==> config.mk <==
export PLATFORM = sky130hd
export DESIGN_NAME = rsc_top
export DESIGN_NICKNAME = d
export VERILOG_FILES = /design/src/inc/rsc_pkg.sv /design/src/rtl/rsc_sync.sv /design/src/rtl/rsc_top.sv
export SDC_FILE = /design/constraint.sdc
export NUM_CORES = 1
export LEC_CHECK = 0
export ABC_CLOCK_PERIOD_IN_PS = 4700
export BUFFER_PORTS_ARGS = -buffer_cell sky130_fd_sc_hd__buf_2
export CORE_ASPECT_RATIO = 1.2
export CORE_MARGIN = 2
export CORE_UTILIZATION = 50
export CTS_BUF_LIST = sky130_fd_sc_hd__clkbuf_4
export CTS_CLUSTER_DIAMETER = 60
export DETAILED_ROUTE_END_ITERATION = 8
export GPL_TIMING_DRIVEN = 0
export PLACE_DENSITY_LB_ADDON = 0.1
export SLEW_MARGIN = 20
export SYNTH_ARGS = -nofsm -noshare
export SYNTH_HDL_FRONTEND = slang
export SYNTH_SLANG_ARGS = --single-unit
==> constraint.sdc <==
create_clock -name clk_i -period 4.7 [get_ports clk_i]
set_input_delay 0.705 -clock clk_i [delete_from_list [all_inputs] [get_ports clk_i]]
set_output_delay 0.705 -clock clk_i [all_outputs]
set_load 0.02 [all_outputs]
==> src/inc/rsc_pkg.sv <==
// Purpose: constants for the reset source controller
// Assumes: 200 MHz system clock
// Notes: register map and timing constants
package rsc_pkg;
	localparam int unsigned CLK_PERIOD_PS = 5000;
	localparam int unsigned POR_MIN_NS = 150;
	localparam int unsigned POR_MIN_CYC = (POR_MIN_NS * 1000 + CLK_PERIOD_PS - 1) / CLK_PERIOD_PS;
	localparam logic [7:0] POR_CNT_RESET = 8'h00;
	localparam int unsigned TRIP_STEP_MV = 250;
	localparam int unsigned TRIP_BASE_MV = 1700;
	localparam int unsigned HIGH_TRIP_MV = 5750;
	localparam int unsigned TRIP_MAX_CODE = 15;
	localparam logic [3:0] ADDR_CTRL = 4'h0;
	localparam logic [3:0] ADDR_SWRST = 4'h1;
	localparam logic [3:0] ADDR_LVCFG = 4'h2;
	localparam logic [3:0] ADDR_STATUS = 4'h3;
	localparam logic [3:0] ADDR_WDT = 4'h4;
	localparam logic [3:0] ADDR_BUZZ = 4'h5;
	localparam logic [3:0] ADDR_LEVEL = 4'h6;
	localparam int unsigned CTRL_SWDIS = 0;
	localparam int unsigned CTRL_AREG_EN = 1;
	localparam int unsigned CTRL_DPRES_EN = 2;
	localparam int unsigned CTRL_SLEEP = 3;
	localparam int unsigned CTRL_HIBER = 4;
	localparam int unsigned CTRL_BOOT_DONE = 5;
	localparam int unsigned ST_POR = 0;
	localparam int unsigned ST_PRECISE_LOW_VOLTAGE_RESET = 1;
	localparam int unsigned ST_EXTERNAL_RESET_PIN = 2;
	localparam int unsigned ST_WDT = 3;
	localparam int unsigned ST_SW = 4;
	localparam int unsigned ST_ALV = 5;
	localparam int unsigned ST_DLV = 6;
	localparam int unsigned ST_AHV = 7;
	localparam logic [7:0] CTRL_RESET = 8'h06;
	localparam logic [15:0] LVCFG_RESET = 16'h0000;
	localparam logic [15:0] WDT_RESET = 16'hffff;
	localparam logic [15:0] BUZZ_RESET = 16'h0100;
	localparam logic [3:0] BUZZ_ON_CYC = 4'h8;
	localparam int unsigned SYNC_STAGES = 2;
endpackage

==> src/rtl/rsc_sync.sv <==
// Purpose: two-stage synchroniser for one level
// Assumes: asynchronous active-low reset
// Notes: first stage feeds only the second
`timescale 1ns/100ps
`default_nettype none
module rsc_sync (
	input wire logic clk_i,
	input wire logic reset_n_i,
	input wire logic rst_val_i,
	input wire logic d_i,
	output logic q_o
);
	logic meta_r;
	always_ff @(posedge clk_i or negedge reset_n_i) begin
		if (!reset_n_i) begin
			meta_r <= 1'b0;
			q_o <= 1'b0;
		end else begin
			meta_r <= d_i;
			q_o <= meta_r;
		end
	end
	logic unused_w;
	assign unused_w = rst_val_i;
endmodule
`default_nettype wire

==> src/rtl/rsc_top.sv <==
// Purpose: gathers all reset sources into one system reset
// Assumes: 200 MHz clock, monitor comparators outside, pins asynchronous
// Notes: status cleared only by power-on reset
// Overview of operation
// - out-of-range supply raises reset, all modes; here none in hibernate or unbuzzed sleep, and high trip never resets
// - monitors interrupt before reaching reset thresholds
// - unserviced watchdog window produces reset
// - software request bit write starts reset
// - status records causes, cleared by power-on
// - system reset reaches core and peripherals
// - power-on pulse minimum width, stretched by ramps
// - after boot power-on monitor hands to precise
// - precise trip acts like power-on reset
// - software cannot disable digital precise monitor
// - analog regulator off disables analog precise
// - precise monitor off in sleep, buzzed
// - low trips stepped, high trip fixed
// - low monitors may reset instead of interrupt
// - interrupt monitors disabled until power-on done
// - buzz interrupt waits for wakeup first
// - external pin low holds reset
// - external pin works in sleep, hibernate
// - software reset same as power-on
// - disable bit blocks software reset
//
// The implementer's own choices: the placing of the registers and the address-and-strobe port.
`timescale 1ns/100ps
`default_nettype none
module rsc_top (
	input wire logic clk_i,
	input wire logic reset_n_i,
	input wire logic por_ramp_i,
	input wire logic precise_low_voltage_reset_dig_trip_i,
	input wire logic precise_low_voltage_reset_ana_trip_i,
	input wire logic alv_trip_i,
	input wire logic dlv_trip_i,
	input wire logic ahv_trip_i,
	input wire logic external_reset_pin_n_i,
	input wire logic wdt_kick_i,
	input wire logic [3:0] addr_i,
	input wire logic [15:0] wdata_i,
	input wire logic wr_i,
	input wire logic rd_i,
	output logic [15:0] rdata_o,
	output logic sys_reset_n_o,
	output logic monitor_irq_o,
	output logic wake_req_o,
	output logic precise_low_voltage_reset_dig_en_o,
	output logic precise_low_voltage_reset_ana_en_o,
	output logic lv_mon_en_o,
	output logic buzz_o,
	output logic [3:0] alv_trip_code_o,
	output logic [3:0] dlv_trip_code_o
);
	// power-on domain: reset_n_i is the power-on source itself
	logic [7:0] por_cnt_r;
	logic por_done_r;
	logic ramp_s, pd_s, pa_s, alv_s, dlv_s, ahv_s, external_reset_pin_s;
	logic [7:0] ctrl_r;
	logic [15:0] lvcfg_r;
	logic [15:0] wdt_lim_r, wdt_cnt_r, buzz_per_r, buzz_cnt_r;
	logic [3:0] buzz_on_r;
	logic wdt_en_r;
	logic [7:0] status_r, status_nxt;
	logic sw_req_r, wdt_fire_r;
	logic buzzing_w, sleeping_w, precise_low_voltage_reset_dig_act_w, precise_low_voltage_reset_ana_act_w;
	logic precise_low_voltage_reset_trip_w, lv_reset_w, any_src_w;
	logic rst_a_r, rst_b_r;
	logic irq_pend_r;

	rsc_sync u_ramp (.clk_i(clk_i), .reset_n_i(reset_n_i), .rst_val_i(1'b0),
		.d_i(por_ramp_i), .q_o(ramp_s));
	rsc_sync u_pd (.clk_i(clk_i), .reset_n_i(reset_n_i), .rst_val_i(1'b0),
		.d_i(precise_low_voltage_reset_dig_trip_i), .q_o(pd_s));
	rsc_sync u_pa (.clk_i(clk_i), .reset_n_i(reset_n_i), .rst_val_i(1'b0),
		.d_i(precise_low_voltage_reset_ana_trip_i), .q_o(pa_s));
	rsc_sync u_alv (.clk_i(clk_i), .reset_n_i(reset_n_i), .rst_val_i(1'b0),
		.d_i(alv_trip_i), .q_o(alv_s));
	rsc_sync u_dlv (.clk_i(clk_i), .reset_n_i(reset_n_i), .rst_val_i(1'b0),
		.d_i(dlv_trip_i), .q_o(dlv_s));
	rsc_sync u_ahv (.clk_i(clk_i), .reset_n_i(reset_n_i), .rst_val_i(1'b0),
		.d_i(ahv_trip_i), .q_o(ahv_s));
	rsc_sync u_xr (.clk_i(clk_i), .reset_n_i(reset_n_i), .rst_val_i(1'b0),
		.d_i(~external_reset_pin_n_i), .q_o(external_reset_pin_s));

	// power-on pulse, at least the minimum width, stretched while ramping
	always_ff @(posedge clk_i or negedge reset_n_i) begin
		if (!reset_n_i) begin
			por_cnt_r <= rsc_pkg::POR_CNT_RESET;
			por_done_r <= 1'b0;
		end else if (ramp_s) begin
			por_cnt_r <= rsc_pkg::POR_CNT_RESET;
			por_done_r <= 1'b0;
		end else if (por_cnt_r < 8'(rsc_pkg::POR_MIN_CYC)) begin
			por_cnt_r <= por_cnt_r + 8'h01;
		end else begin
			por_done_r <= 1'b1;
		end
	end

	assign sleeping_w = ctrl_r[rsc_pkg::CTRL_SLEEP] | ctrl_r[rsc_pkg::CTRL_HIBER];
	assign buzzing_w = ctrl_r[rsc_pkg::CTRL_SLEEP] && !ctrl_r[rsc_pkg::CTRL_HIBER]
		&& (buzz_on_r != 4'h0);
	// digital precise stays on in normal mode once the boot-done bit is set, regardless of software
	assign precise_low_voltage_reset_dig_act_w = ctrl_r[rsc_pkg::CTRL_BOOT_DONE]
		&& (!sleeping_w || buzzing_w);
	assign precise_low_voltage_reset_ana_act_w = precise_low_voltage_reset_dig_act_w && ctrl_r[rsc_pkg::CTRL_AREG_EN];
	assign precise_low_voltage_reset_trip_w = (precise_low_voltage_reset_dig_act_w && pd_s) || (precise_low_voltage_reset_ana_act_w && pa_s);
	assign lv_reset_w = por_done_r && (!sleeping_w || buzzing_w)
		&& ((lvcfg_r[8] && alv_s) || (lvcfg_r[9] && dlv_s));
	assign any_src_w = !por_done_r || precise_low_voltage_reset_trip_w || external_reset_pin_s || wdt_fire_r
		|| sw_req_r || lv_reset_w;

	// power-on asserts async, other sources on the next edge; two-flop release
	always_ff @(posedge clk_i or negedge reset_n_i) begin
		if (!reset_n_i) begin
			rst_a_r <= 1'b0;
			rst_b_r <= 1'b0;
		end else if (any_src_w) begin
			rst_a_r <= 1'b0;
			rst_b_r <= 1'b0;
		end else begin
			rst_a_r <= 1'b1;
			rst_b_r <= rst_a_r;
		end
	end
	assign sys_reset_n_o = rst_b_r;

	// control registers, returned to defaults by any system reset; the boot-done bit is kept except at power-on, which clears it
	always_ff @(posedge clk_i or negedge reset_n_i) begin
		if (!reset_n_i) begin
			ctrl_r <= rsc_pkg::CTRL_RESET;
			lvcfg_r <= rsc_pkg::LVCFG_RESET;
			wdt_lim_r <= rsc_pkg::WDT_RESET;
			buzz_per_r <= rsc_pkg::BUZZ_RESET;
		end else if (!rst_b_r) begin
			ctrl_r <= rsc_pkg::CTRL_RESET | {2'b00, ctrl_r[rsc_pkg::CTRL_BOOT_DONE], 5'b00000};
			lvcfg_r <= rsc_pkg::LVCFG_RESET;
			wdt_lim_r <= rsc_pkg::WDT_RESET;
			buzz_per_r <= rsc_pkg::BUZZ_RESET;
		end else if (wr_i) begin
			case (addr_i)
				rsc_pkg::ADDR_CTRL: begin
					ctrl_r <= {wdata_i[7:3] | {2'b00, ctrl_r[rsc_pkg::CTRL_BOOT_DONE], 2'b00},
						1'b1, wdata_i[1:0]};
				end
				rsc_pkg::ADDR_LVCFG: begin
					lvcfg_r <= {6'h00, wdata_i[9:0]};
				end
				rsc_pkg::ADDR_WDT: begin
					wdt_lim_r <= wdata_i;
				end
				rsc_pkg::ADDR_BUZZ: begin
					buzz_per_r <= wdata_i;
				end
				default: begin
				end
			endcase
		end
	end
	assign alv_trip_code_o = lvcfg_r[3:0];
	assign dlv_trip_code_o = lvcfg_r[7:4];

	// software reset request, blocked by disable bit
	always_ff @(posedge clk_i or negedge reset_n_i) begin
		if (!reset_n_i) begin
			sw_req_r <= 1'b0;
		end else begin
			sw_req_r <= wr_i && (addr_i == rsc_pkg::ADDR_SWRST) && wdata_i[0]
				&& !ctrl_r[rsc_pkg::CTRL_SWDIS] && rst_b_r;
		end
	end

	// watchdog: enabled by any write to the limit register,
	// cleared only by power-on; kick restarts window
	always_ff @(posedge clk_i or negedge reset_n_i) begin
		if (!reset_n_i) begin
			wdt_en_r <= 1'b0;
			wdt_cnt_r <= 16'h0000;
			wdt_fire_r <= 1'b0;
		end else begin
			if (wr_i && addr_i == rsc_pkg::ADDR_WDT && rst_b_r) begin
				wdt_en_r <= 1'b1;
			end
			if (!rst_b_r || wdt_kick_i || !wdt_en_r) begin
				wdt_cnt_r <= 16'h0000;
				wdt_fire_r <= 1'b0;
			end else if (wdt_cnt_r >= wdt_lim_r) begin
				wdt_fire_r <= 1'b1;
			end else begin
				wdt_cnt_r <= wdt_cnt_r + 16'h0001;
			end
		end
	end

	// buzz timer in sleep
	always_ff @(posedge clk_i or negedge reset_n_i) begin
		if (!reset_n_i) begin
			buzz_cnt_r <= 16'h0000;
			buzz_on_r <= 4'h0;
		end else if (!ctrl_r[rsc_pkg::CTRL_SLEEP]) begin
			buzz_cnt_r <= 16'h0000;
			buzz_on_r <= 4'h0;
		end else if (buzz_on_r != 4'h0) begin
			buzz_on_r <= buzz_on_r - 4'h1;
		end else if (buzz_cnt_r >= buzz_per_r) begin
			buzz_cnt_r <= 16'h0000;
			buzz_on_r <= rsc_pkg::BUZZ_ON_CYC;
		end else begin
			buzz_cnt_r <= buzz_cnt_r + 16'h0001;
		end
	end

	// status: set wins; only power-on clears
	always_comb begin
		status_nxt = status_r;
		if (!por_done_r) status_nxt[rsc_pkg::ST_POR] = 1'b1;
		if (precise_low_voltage_reset_trip_w) status_nxt[rsc_pkg::ST_PRECISE_LOW_VOLTAGE_RESET] = 1'b1;
		if (external_reset_pin_s) status_nxt[rsc_pkg::ST_EXTERNAL_RESET_PIN] = 1'b1;
		if (wdt_fire_r) status_nxt[rsc_pkg::ST_WDT] = 1'b1;
		if (sw_req_r) status_nxt[rsc_pkg::ST_SW] = 1'b1;
		if (lv_mon_en_o && alv_s) status_nxt[rsc_pkg::ST_ALV] = 1'b1;
		if (lv_mon_en_o && dlv_s) status_nxt[rsc_pkg::ST_DLV] = 1'b1;
		if (lv_mon_en_o && ahv_s) status_nxt[rsc_pkg::ST_AHV] = 1'b1;
	end
	always_ff @(posedge clk_i or negedge reset_n_i) begin
		if (!reset_n_i) begin
			status_r <= 8'h00;
		end else begin
			status_r <= status_nxt;
		end
	end

	// monitor interrupt; in sleep raise wake first, irq after wakeup
	always_ff @(posedge clk_i or negedge reset_n_i) begin
		if (!reset_n_i) begin
			irq_pend_r <= 1'b0;
			wake_req_o <= 1'b0;
			monitor_irq_o <= 1'b0;
		end else if (!rst_b_r) begin
			irq_pend_r <= 1'b0;
			wake_req_o <= 1'b0;
			monitor_irq_o <= 1'b0;
		end else begin
			if (lv_mon_en_o && ((alv_s && !lvcfg_r[8]) || (dlv_s && !lvcfg_r[9])
				|| (ahv_s && lvcfg_r[10 - 1 + 0]))) begin
				irq_pend_r <= 1'b1;
			end
			wake_req_o <= irq_pend_r && sleeping_w;
			monitor_irq_o <= irq_pend_r && !sleeping_w;
			if (monitor_irq_o) begin
				irq_pend_r <= 1'b0;
			end
		end
	end

	// outputs from flops
	always_ff @(posedge clk_i or negedge reset_n_i) begin
		if (!reset_n_i) begin
			precise_low_voltage_reset_dig_en_o <= 1'b0;
			precise_low_voltage_reset_ana_en_o <= 1'b0;
			lv_mon_en_o <= 1'b0;
			buzz_o <= 1'b0;
		end else begin
			precise_low_voltage_reset_dig_en_o <= precise_low_voltage_reset_dig_act_w;
			precise_low_voltage_reset_ana_en_o <= precise_low_voltage_reset_ana_act_w;
			lv_mon_en_o <= por_done_r && (!sleeping_w || buzzing_w);
			buzz_o <= buzzing_w;
		end
	end

	// register read, one cycle later
	always_ff @(posedge clk_i or negedge reset_n_i) begin
		if (!reset_n_i) begin
			rdata_o <= 16'h0000;
		end else if (rd_i) begin
			case (addr_i)
				rsc_pkg::ADDR_CTRL: rdata_o <= {8'h00, ctrl_r};
				rsc_pkg::ADDR_LVCFG: rdata_o <= lvcfg_r;
				rsc_pkg::ADDR_STATUS: rdata_o <= {8'h00, status_r};
				rsc_pkg::ADDR_WDT: rdata_o <= wdt_lim_r;
				rsc_pkg::ADDR_BUZZ: rdata_o <= buzz_per_r;
				rsc_pkg::ADDR_LEVEL: rdata_o <= {9'h000, ahv_s, dlv_s, alv_s, external_reset_pin_s,
					pa_s, pd_s, por_done_r};
				default: rdata_o <= 16'h0000;
			endcase
		end else begin
			rdata_o <= 16'h0000;
		end
	end
endmodule
`default_nettype wire

==> impl_results.md <==
* Synth cell count leaders: 126 x dfrtp_1, 90 x nand2_1, 42 x inv_1, 42 x nor2_1, 37 x ha_1
* Antenna viol nets, final at 0
* Final Hold Vio Count at 0
* DRC at 0
* RePlAce Congestion at 0.8703
* CTS tree: yes
* Data required time at the worst endpoint at 5190 ps
* Worst-margin pin slew at 1026 ps
* Vias in the first global route at 5540
* CTS Sinks at 145
* Core area at 0.01376 mm^2
* Final Cycle Share at 53.75%
* Drt initial violations at 456
* Largest cells by area after synthesis: dfrtp_1 45%, dfstp_2 7.1%, ha_1 6.6%, nand2_1 4.8%, a21boi_0 3.2%
* Post-cts resize count at 0
* Clock Tree Buf Depth at 2
* Setup tns final at 0 ps
* First-pass GRT wire length at 28260 um
* Vias at 5478
* Ports at 63
* Die area at 0.01498 mm^2
* Max FO, Critical Path at 8
* Ys flop type: dfrtp_1
* Root buffer cell: clkbuf_4
* RSZ-0062 raised after global routing: no
* Finished layout cell area at 0.007861 mm^2
* WL/cell at 17.89 um
* Layout Skew at 20.99 ps
* Synthesized instance count at 685
* Crit path kind: reg2reg
* Clk Latency, worst-skew pair at 550 ps
* Top cell type's share of synthesized area at 45.00%
* Post-CTS Setup Repair Bufs at 0
* Synth Register Bits at 145
* Static Leak at 0.003584 uW
* Startpoint types: flop
* Fmax achieved at 395.9 MHz
* Die Wd at 112.1 um
* H-tree depth at 4
* Router iterations before antenna repair at 5
* Initial antenna violation count at 1
* Via density at 5.760
* Reg2Reg Setup Slack at 2170 ps
* Total GRT Usage at 23.93%
* Status: complete, no violations
* Worst VDD drop at 0.0002167 V
* P&R area growth vs syn at 12.20%
* CTS Hold Buffers Added at 0
* Async S/R FF share, synth at 100.0%
* Slew Limit Fails at 0
* CTS buffer count at 17
* Placed Area at 0.007564 mm^2
* Post-route minimum period at 2526 ps
* Final nets at 835
* Mapped Nets at 754
* DP Wirelength at 12710 um
* Max cap viols at 0
* Fillers at 1227
* Starting Density at 50.92%
* Worst Setup End Kind: flop
* Synthesis Warnings at 0
* Largest net degree at the start of global routing at 82
* Global route total overflow at 0
* Seq/Total Area, Yosys at 52.13%
* PortBufs at 61
* Layout cells sized above 1 at 18.23%
* Post-Syn Area per Cell at 10.23 um^2
* Mapped Area at 0.007007 mm^2
* Clock-pin slew on the worst setup and hold paths at 130 ps
* Top-count cell post-synth: dfrtp_1
* Yosys cell types at 60
* # setup viols final at 0
* Die Height at 133.7 um
* Yosys top cell by area: dfrtp_1
* EDFF count, synth at 0
* CP Data Arrival Time at 3010 ps
* Worst min-delay path category: in2async
* Final wirelength at 17020 um
* Worst rel slew slack at 31.05%
* Placement Rows at 47
* Pwr per Cell Area at 277.5 mW/mm^2
-- logic make-up (layout without fill, tap and decap cells) --
group                    count (synthesis)  count (layout)  synth area share (%)
multiplexers                             2               2                0.2857
adder cells (fa/ha/maj)                 37              37                 6.607
flip-flops                             145             145                 52.12
AND/OR/NAND/NOR                        233             233                 16.21
other                                    0               1                     0
AO/OA/AOI/OAI                          178             178                 18.07
buffers and inverters                   76             170                 4.946
XOR/XNOR                                14              14                 1.750
-- routing by layer --
layer	GRT usage [%]	up-vias	part of all wire, %
li1	-	2603	-
met5	0	-	0
met4	10.43	0	3.3
met2	40.07	161	50
met3	4.868	48	4.2
met1	30.28	2666	43
-- critical path, stage by stage (launching register included) --
cell and delay [ps]:
dfstp_2 580, inv_1 50, ha_1 300, a211oi_1 260, o21ai_1 130, a21oi_2 320
o21ai_2 170, or4_1 520, a21oi_1 150
-- worst paths after layout --
check,startpoint,endpoint,depth (start not counted)
min reg2reg,u_xr.meta_r$_DFF_PN0_,u_xr.q_o$_DFF_PN0_,0
min,reset_n_i,buzz_o$_DFF_PN0_,1
max in group asynchronous,reset_n_i,wdt_lim_r[15]$_DFFE_PN1P_,2
min in group clk_i,precise_low_voltage_reset_dig_trip_i,u_pd.meta_r$_DFF_PN0_,1
max,wdt_lim_r[2]$_DFFE_PN1P_,wdt_cnt_r[5]$_DFFE_PN0P_,8
max reg2reg,wdt_lim_r[2]$_DFFE_PN1P_,wdt_cnt_r[5]$_DFFE_PN0P_,8
-- cell usage in the layout (no fill, tap or decap), types with 5 or more instances in the layout --
master / instances
nand2_1: 90
clkbuf_1: 17
or3_1: 6
xor2_1: 8
a21oi_1: 28
dfstp_2: 19
or2_2: 5
ha_1: 37
or4_1: 5
a31oi_1: 18
nor3_1: 10
buf_4: 11
inv_1: 42
buf_2: 64
o21ai_0: 17
o22a_1: 16
dfrtp_1: 126
xnor2_1: 6
nand2b_1: 8
clkbuf_4: 20
nand3_1: 31
nor2b_1: 5
and2_1: 6
nand4_1: 6
o211ai_1: 6
nor2_1: 42
a21boi_0: 30
a22oi_1: 28
-- where the power goes --
| part | total (uW) | switching, uW | internal (uW) |
|---|---|---|---|
| logic | 94.4 | 67.7 | 26.7 |
| registers | 1270 | 6.86 | 1260 |
| clock network | 822 | 441 | 381 |
-- sequential cells by signal (all words and copies together), names as in the netlist, 4 cells and up --
register	flops
por_cnt_r	8
wdt_lim_r	16
buzz_on_r	4
status_r	8
wdt_cnt_r	16
lvcfg_r	10
rdata_o	16
ctrl_r	8
buzz_per_r	16
buzz_cnt_r	16
-- metrics by stage --
stage / cells / setup slack, ps / utilization, % / hold slack [ps] / total power [uW]
3_3_place_gp: 917 / 938.3 / 54.69 / 335.5 / 1377
5_1_grt: 951 / 1934 / 57.13 / 50.40 / 2265
4_1_cts: 950 / 2181 / 57.11 / 45.19 / 2203
2_1_floorplan: 685 / 2438 / - / 331.2 / 1318
3_5_place_dp: 918 / 2164 / 54.96 / 336.5 / 1383
6_report: 951 / 2174 / 57.13 / 72.83 / 2181
-- area by class of cell --
cell class	count	area (um^2)	area share, %
Timing Repair Buffer	62	342.8	4.361
Antenna cell	1	2.502	0.03183
Buffer	34	188.9	2.403
Clock buffer	20	150.1	1.910
Inverter	42	157.7	2.005
Sequential cell	145	3652	46.46
Multi-Input combinational cell	464	3008	38.26
Clock inverter	12	145.1	1.846
Tap cell	171	214.0	2.722
No activity file was read; power rests on OpenSTA's default activity.
